### src/verilog/bus_driver_pkg.sv
// package for the dual latched bus driver: register map, fields, sync depth
// assumes a 32-bit apb slave with byte addresses, one word per register
package bus_driver_pkg;
	localparam logic [7:0] CTRL_OFF      = 8'h00;  // mode, disable and strobe
	localparam logic [7:0] STATUS_OFF    = 8'h04;  // live pin and latch state
	localparam int         CTRL_MODE_BIT = 0;      // 1 = bus-level mode
	localparam int         CTRL_DIS_BIT  = 1;      // software disable
	localparam int         CTRL_STB_BIT  = 2;      // software strobe
	localparam logic [2:0] CTRL_RESET    = 3'h0;
	localparam int         CHANNELS      = 2;
	localparam int         SYNC_STAGES   = 3;
endpackage

### src/verilog/latched_bus_driver.sv
// dual-channel latched bus driver with apb control and status registers
// assumes pins are asynchronous and are synchronised here; apb on core_clk
`timescale 1ns/10ps
module latched_bus_driver (
	// clock and reset
	input  wire logic                                core_clk,
	input  wire logic                                sys_rst,
	// apb slave
	input  wire logic                                psel,
	input  wire logic                                penable,
	input  wire logic                                pwrite,
	input  wire logic [7:0]                          paddr,
	input  wire logic [31:0]                         pwdata,
	output logic      [31:0]                         prdata,
	output logic                                     pready,
	output logic                                     pslverr,
	// data and control pins
	input  wire logic                                data_in_a,
	input  wire logic                                data_in_b,
	input  wire logic                                latch_clk,
	input  wire logic                                strobe,
	input  wire logic                                disable_in,
	input  wire logic                                mode_ground_n,
	// driven outputs, three-state as out and enable
	output logic      [bus_driver_pkg::CHANNELS-1:0] out_data,
	output logic      [bus_driver_pkg::CHANNELS-1:0] out_en
);
	import bus_driver_pkg::*;

	////////////////////////////////////////////////////////////////////////////
	// pin synchronisers
	logic [5:0] pin_lvl;
	pin_sync #(.WIDTH(6)) u_sync (
		.core_clk  (core_clk),
		.sys_rst   (sys_rst),
		.pin_in    ({mode_ground_n, disable_in, strobe, latch_clk, data_in_b, data_in_a}),
		.level_out (pin_lvl)
	);

	logic [CHANNELS-1:0] din;
	logic                lclk;
	logic                stb_pin;
	logic                dis_pin;
	logic                mode_pin_n;
	assign din        = pin_lvl[1:0];
	assign lclk       = pin_lvl[2];
	assign stb_pin    = pin_lvl[3];
	assign dis_pin    = pin_lvl[4];
	assign mode_pin_n = pin_lvl[5];

	////////////////////////////////////////////////////////////////////////////
	// control register and apb slave
	logic [2:0]  ctrl_reg;
	logic [2:0]  ctrl_next;
	logic [31:0] prdata_reg;
	logic [31:0] prdata_next;
	logic        pready_reg;
	logic        pready_next;
	logic        pslverr_reg;
	logic        pslverr_next;
	logic [CHANNELS-1:0] latch_reg;
	logic [CHANNELS-1:0] latch_next;
	logic [CHANNELS-1:0] od_reg;
	logic [CHANNELS-1:0] od_next;
	logic [CHANNELS-1:0] oe_reg;
	logic [CHANNELS-1:0] oe_next;
	logic        bus_mode;
	logic        dis_eff;
	logic        stb_eff;
	logic        access;
	logic        mapped;

	// one wait state: setup, access, answered on the second access edge
	// pready is registered, so it first reads high in the second access cycle and a transfer takes three edges
	assign access = psel && penable && !pready_reg;
	assign mapped = (paddr == CTRL_OFF) || (paddr == STATUS_OFF);

	always_comb begin
		ctrl_next    = ctrl_reg;
		prdata_next  = prdata_reg;
		pready_next  = 1'b0;
		pslverr_next = 1'b0;
		if (access) begin
			pready_next  = 1'b1;
			pslverr_next = !mapped;
			prdata_next  = 32'h0;
			if (pwrite && paddr == CTRL_OFF) begin
				ctrl_next = pwdata[2:0];
			end else if (!pwrite && paddr == CTRL_OFF) begin
				prdata_next = {29'h0, ctrl_reg};
			end else if (!pwrite && paddr == STATUS_OFF) begin
				// live state: outputs, enables, latches, effective mode and pins
				prdata_next = {20'h0, bus_mode, dis_eff, stb_eff, lclk,
					oe_reg, od_reg, latch_reg, din};
			end
		end
	end

	always_ff @(posedge core_clk) begin
		if (sys_rst) begin
			ctrl_reg    <= CTRL_RESET;
			prdata_reg  <= 32'h0;
			pready_reg  <= 1'b0;
			pslverr_reg <= 1'b0;
		end else begin
			ctrl_reg    <= ctrl_next;
			prdata_reg  <= prdata_next;
			pready_reg  <= pready_next;
			pslverr_reg <= pslverr_next;
		end
	end

	////////////////////////////////////////////////////////////////////////////
	// mode, strobe and disable: pin or software bit, either one acts
	// the ctrl mode bit lets software pick bus mode when the pin is left open
	assign bus_mode = !mode_pin_n || ctrl_reg[CTRL_MODE_BIT];
	assign dis_eff  = dis_pin || ctrl_reg[CTRL_DIS_BIT];
	assign stb_eff  = stb_pin || ctrl_reg[CTRL_STB_BIT];

	////////////////////////////////////////////////////////////////////////////
	// per channel latch and output gating
	// the latch is sampled, so transparency lags the pin by the sync delay
	genvar g;
	generate
		for (g = 0; g < CHANNELS; g++) begin : g_chan
			always_comb begin
				if (!lclk) begin
					latch_next[g] = din[g];
				end else begin
					latch_next[g] = latch_reg[g];
				end
				if (stb_eff) begin
					od_next[g] = 1'b0;
					oe_next[g] = 1'b1;
				end else if (!bus_mode && dis_eff && latch_reg[g]) begin
					od_next[g] = 1'b0;
					oe_next[g] = 1'b0;
				end else begin
					od_next[g] = latch_reg[g];
					oe_next[g] = 1'b1;
				end
			end
		end
	endgenerate

	always_ff @(posedge core_clk) begin
		if (sys_rst) begin
			latch_reg <= '0;
			od_reg    <= '0;
			oe_reg    <= '0;
		end else begin
			latch_reg <= latch_next;
			od_reg    <= od_next;
			oe_reg    <= oe_next;
		end
	end

	assign out_data = od_reg;
	assign out_en   = oe_reg;
	assign prdata   = prdata_reg;
	assign pready   = pready_reg;
	assign pslverr  = pslverr_reg;
endmodule

### src/verilog/pin_sync.sv
// three-stage synchroniser for asynchronous pins, one per bit
// assumes inputs are asynchronous to core_clk; change accepted when stages 2 and 3 agree
`timescale 1ns/10ps
module pin_sync #(
	parameter int WIDTH = 1
) (
	// clock and reset
	input  wire logic             core_clk,
	input  wire logic             sys_rst,
	// pins in, filtered level out
	input  wire logic [WIDTH-1:0] pin_in,
	output logic      [WIDTH-1:0] level_out
);
	logic [WIDTH-1:0] s1_reg;
	logic [WIDTH-1:0] s2_reg;
	logic [WIDTH-1:0] s3_reg;
	logic [WIDTH-1:0] lvl_reg;
	logic [WIDTH-1:0] lvl_next;

	// per bit: only take a new value when the two later stages agree
	always_comb begin
		for (int i = 0; i < WIDTH; i++) begin
			lvl_next[i] = (s2_reg[i] == s3_reg[i]) ? s3_reg[i] : lvl_reg[i];
		end
	end

	// first stage feeds only the second
	always_ff @(posedge core_clk) begin
		if (sys_rst) begin
			s1_reg  <= '0;
			s2_reg  <= '0;
			s3_reg  <= '0;
			lvl_reg <= '0;
		end else begin
			s1_reg  <= pin_in;
			s2_reg  <= s1_reg;
			s3_reg  <= s2_reg;
			lvl_reg <= lvl_next;
		end
	end

	assign level_out = lvl_reg;
endmodule
### config.mk
export PLATFORM = sky130hd
export DESIGN_NAME = latched_bus_driver
export DESIGN_NICKNAME = d
export VERILOG_FILES = /design/src/verilog/bus_driver_pkg.sv /design/src/verilog/latched_bus_driver.sv /design/src/verilog/pin_sync.sv
export SDC_FILE = /design/constraint.sdc
export NUM_CORES = 1
export LEC_CHECK = 0
export BUFFER_PORTS_ARGS = -buffer_cell sky130_fd_sc_hd__buf_2
export CAP_MARGIN = 15
export CELL_PAD_IN_SITES_DETAIL_PLACEMENT = 0
export CELL_PAD_IN_SITES_GLOBAL_PLACEMENT = 1
export CORE_ASPECT_RATIO = 1.75
export CORE_MARGIN = 2
export CORE_UTILIZATION = 31
export CTS_BUF_LIST = sky130_fd_sc_hd__clkbuf_2 sky130_fd_sc_hd__clkbuf_4 sky130_fd_sc_hd__clkbuf_8
export DETAILED_ROUTE_END_ITERATION = 10
export GPL_ROUTABILITY_DRIVEN = 0
export HOLD_SLACK_MARGIN = 0.02
export PLACE_DENSITY_LB_ADDON = 0.25
export SLEW_MARGIN = 20
export SYNTH_ARGS = -nofsm -noshare
export SYNTH_HDL_FRONTEND = slang
export SYNTH_HIERARCHICAL = 1
export SYNTH_SLANG_ARGS = --single-unit
### constraint.sdc
create_clock -name core_clk -period 1.7 [get_ports core_clk]
set_clock_uncertainty 0.15 [all_clocks]
set_input_delay 0.17 -clock core_clk [delete_from_list [all_inputs] [get_ports core_clk]]
set_output_delay 0.17 -clock core_clk [all_outputs]
set_load 0.05 [all_outputs]
==> impl_metrics.csv <==
group,metric,value,unit
layout,area_delta_synth_final,25.31,%
worst_setup_path,cpPeakStageDelay,0.60,ns
worst_setup_path,path_cells,"nor4bb_4 > or4b_4 > o2bb2ai_4",
worst_setup_path,crit_buf_inv,0,
worst_setup_path,critical_path_class,"reg2reg",
logic_synthesis,synth_top_family_by_area,"simple AND/OR/NAND/NOR gates",
route,ant_nets,0,
sta,drv_slew,0,
worst_setup_path,r2r_start,"pready",
logic_synthesis,synth_commonest_cells,"47 x dfxtp_1, 20 x buf_4, 14 x nand2_1",
layout,fin_cells,297,
route,wl_per_cell,11.87,um
logic_synthesis,synth_compound_area_share,13.76,%
route,drt_iter0_drc,21,
floorplan,rows,36,
sta,tns,0,ns
clock_network,cts.path.max_buffers,2,
global_routing,grt-ovfl-total,0,
clock_network,cts_buffers,5,
worst_setup_path,cp-end-kind,"flop",
sta,setup_viol,0,
layout,nNetsFinal,271,
global_routing,grt_max_degree,38,
logic_synthesis,synthCells,165,
route,routed_wl,3.524,mm
min_path,min-delay-start,"sys_rst",
worst_setup_path,path_max_fanout,6,
sta,rsz0062_at_grt,"true",
worst_setup_path,crit_family,"simple AND/OR/NAND/NOR gates",
logic_synthesis,synth-simple-area-share,19.19,%
route,drt-pass1-iter-count,4,
logic_synthesis,synthFlopType,"dfxtp_1",
floorplan,die_w,61.91,um
logic_synthesis,synthTopCellsByArea,"dfxtp_1 52%, buf_4 8.3%, o2bb2ai_2 8.3%",
floorplan,coreArea,5630,um2
min_path,hold_class,"in2reg",
logic_synthesis,yosysSeqAreaShare,51.72,%
pwr,powerDensity,920.4,nW/um2
logic_synthesis,ys_warn_count,6,
placement,portBuffers,39,
run,maxCapViolCount,0,
clock_network,cts-htree-levels,2,
worst_setup_path,cp_slowest_cell,"or4b_4",
clock_network,path_clk_slew,0.08,ns
pwr,peakVddDrop,0.5873,mV
placement,pre_cts_slack,-0.2033,ns
worst_setup_path,cp-start-kind,"flop",
sta,hold_viol_final,0,
worst_setup_path,worstPathArrival,1.75,ns
clock_network,cts_sinks,47,
layout,fillCellCount,566,
clock_network,cts_tree,"done",
global_routing,grt_pass1_vias,1111,
placement,placed_cells,279,
logic_synthesis,synth_seq_cells,47,
sta,finalCritPeriodShare,98.40,%
layout,multi_input_area,808.3,um2
logic_synthesis,avgSynthCellArea,11.03,um2
route,drc,0,
logic_synthesis,synthMuxAreaShare,4.402,%
clock_network,clk_latency,0.29,ns
logic_synthesis,synth_edf_count,0,
layout,num_antenna_cells,0,
logic_synthesis,synth_cell_types,27,
clock_network,root_buffer,"clkbuf_8",
route,vias_per_cell,4.178,
route,num_vias,1241,
layout,drive_above_1_share,35.29,%
logic_synthesis,synthAdderAreaFrac,0,%
outcome,outcome,"finished, final reports clean",
logic_synthesis,yosysMostFrequentCell,"dfxtp_1",
sta,fmax,597.8,MHz
layout,ff_latch_area,942.2,um2
logic_synthesis,async_reset_ff_share,0,%
logic_synthesis,synth-xor-area-share,0,%
floorplan,pin_count,89,
worst_setup_path,crit_start,"pready",
logic_synthesis,synth_area,1819,um2
global_routing,grt_pass1_wl,5.064,mm
pwr,leakagePower,0.9387,nW
layout,largest_register_ffs,12,
logic_synthesis,synth_top_area_cell,"dfxtp_1",
floorplan,die_h,105.3,um
global_routing,grt.total_usage,10.48,%
placement,dp_hpwl,2.337,mm
global_routing,antenna_found_initial,0,
floorplan,initial_core_util,32.31,%
worst_setup_path,required,1.78,ns
sta,finalWorstSetupSlack,0.02723,ns
logic_synthesis,synth_top_area_share,51.72,%
sta,fin_crit,1.673,ns
floorplan,die-area,6522,um2
[report_power, final]
group | internal [mW] | total (mW) | switching (mW)
Sequential | 1.12 | 1.13 | 0.00840
Clock | 0.387 | 0.734 | 0.347
Combinational | 0.0666 | 0.234 | 0.167
Total | 1.58 | 2.10 | 0.522
[per-stage QoR]
stage               util [%]  hold WS, ns  total power, mW  area, um2
floorplan                  -      0.09449            1.359       1898
global placement       36.20       0.2290            1.367       2038
detailed placement     36.20       0.2311            1.369       2038
CTS                    39.64      0.03369            2.120       2232
global route           40.49      0.06462            2.192       2280
finish                 40.49      0.07056            2.098       2280
[path summary, 6_finish.rpt]
kind	endpoint	slack (ns)	cells after the start
setup / recovery	prdata[9]	0.03	3
hold / removal	pready	0.07	3
setup reg to reg	prdata[9]	0.03	3
hold reg to reg	u_sync/s2_reg[5]	0.29	1
[worst min-delay path, stage by stage]
cell      delay (ns)
buf_2           0.12
nor4bb_4        0.06
buf_4           0.13
[layout make-up]
class | instances | area share (%)
Sequential cell | 47 | 41.33
Timing Repair Buffer | 54 | 14.49
Clock buffer | 8 | 4.555
Tap cell | 76 | 4.171
Multi-Input combinational cell | 112 | 35.46
[cells in the final DEF, fill, tap and decap left out, drive strengths merged]
master       synthesis  routed
mux2i                8       8
o2bb2ai             12      12
conb                 1      20
nor2                 4       4
or2                  1       1
or3                  1       1
nand2               14      14
nor4                 1       1
nor2b               15      15
o21ai                7       7
clkbuf               2       8
nand3b               1       1
buf                 24      45
or4                  1       1
o21a                 1       1
nor4bb               1       1
or4b                 1       2
nor3                 1       1
nor4b                2       2
a21oi                8       8
nand2b               8       8
and2b                4       4
dfxtp               47      47
dlygate4sd3          0       9
[per-layer routing]
metal | track usage, % | up-vias | wire length, um
met1 | 11.46 | 578 | 1448
met5 | 0 | - | 0
met3 | 3.681 | 4 | 137
met2 | 18.12 | 33 | 1909
met4 | 3.191 | 0 | 29
li1 | - | 626 | -
[kinds of logic after synthesis]
family / count (synthesis)
other cells: 1
mux: 8
simple gates: 55
buf+inv: 26
compound gates: 28
flops: 47
[what timing repair did]
| action | CTS | global route |
|---|---|---|
| endpoints found under the setup margin | 0 | 11 |
| hold buffers | 9 | 0 |
| setup buffers | 0 | 0 |
| gates resized for setup | 0 | 5 |
| endpoints found under the hold margin | 9 | 0 |
Power figures use the tool's default switching activity.
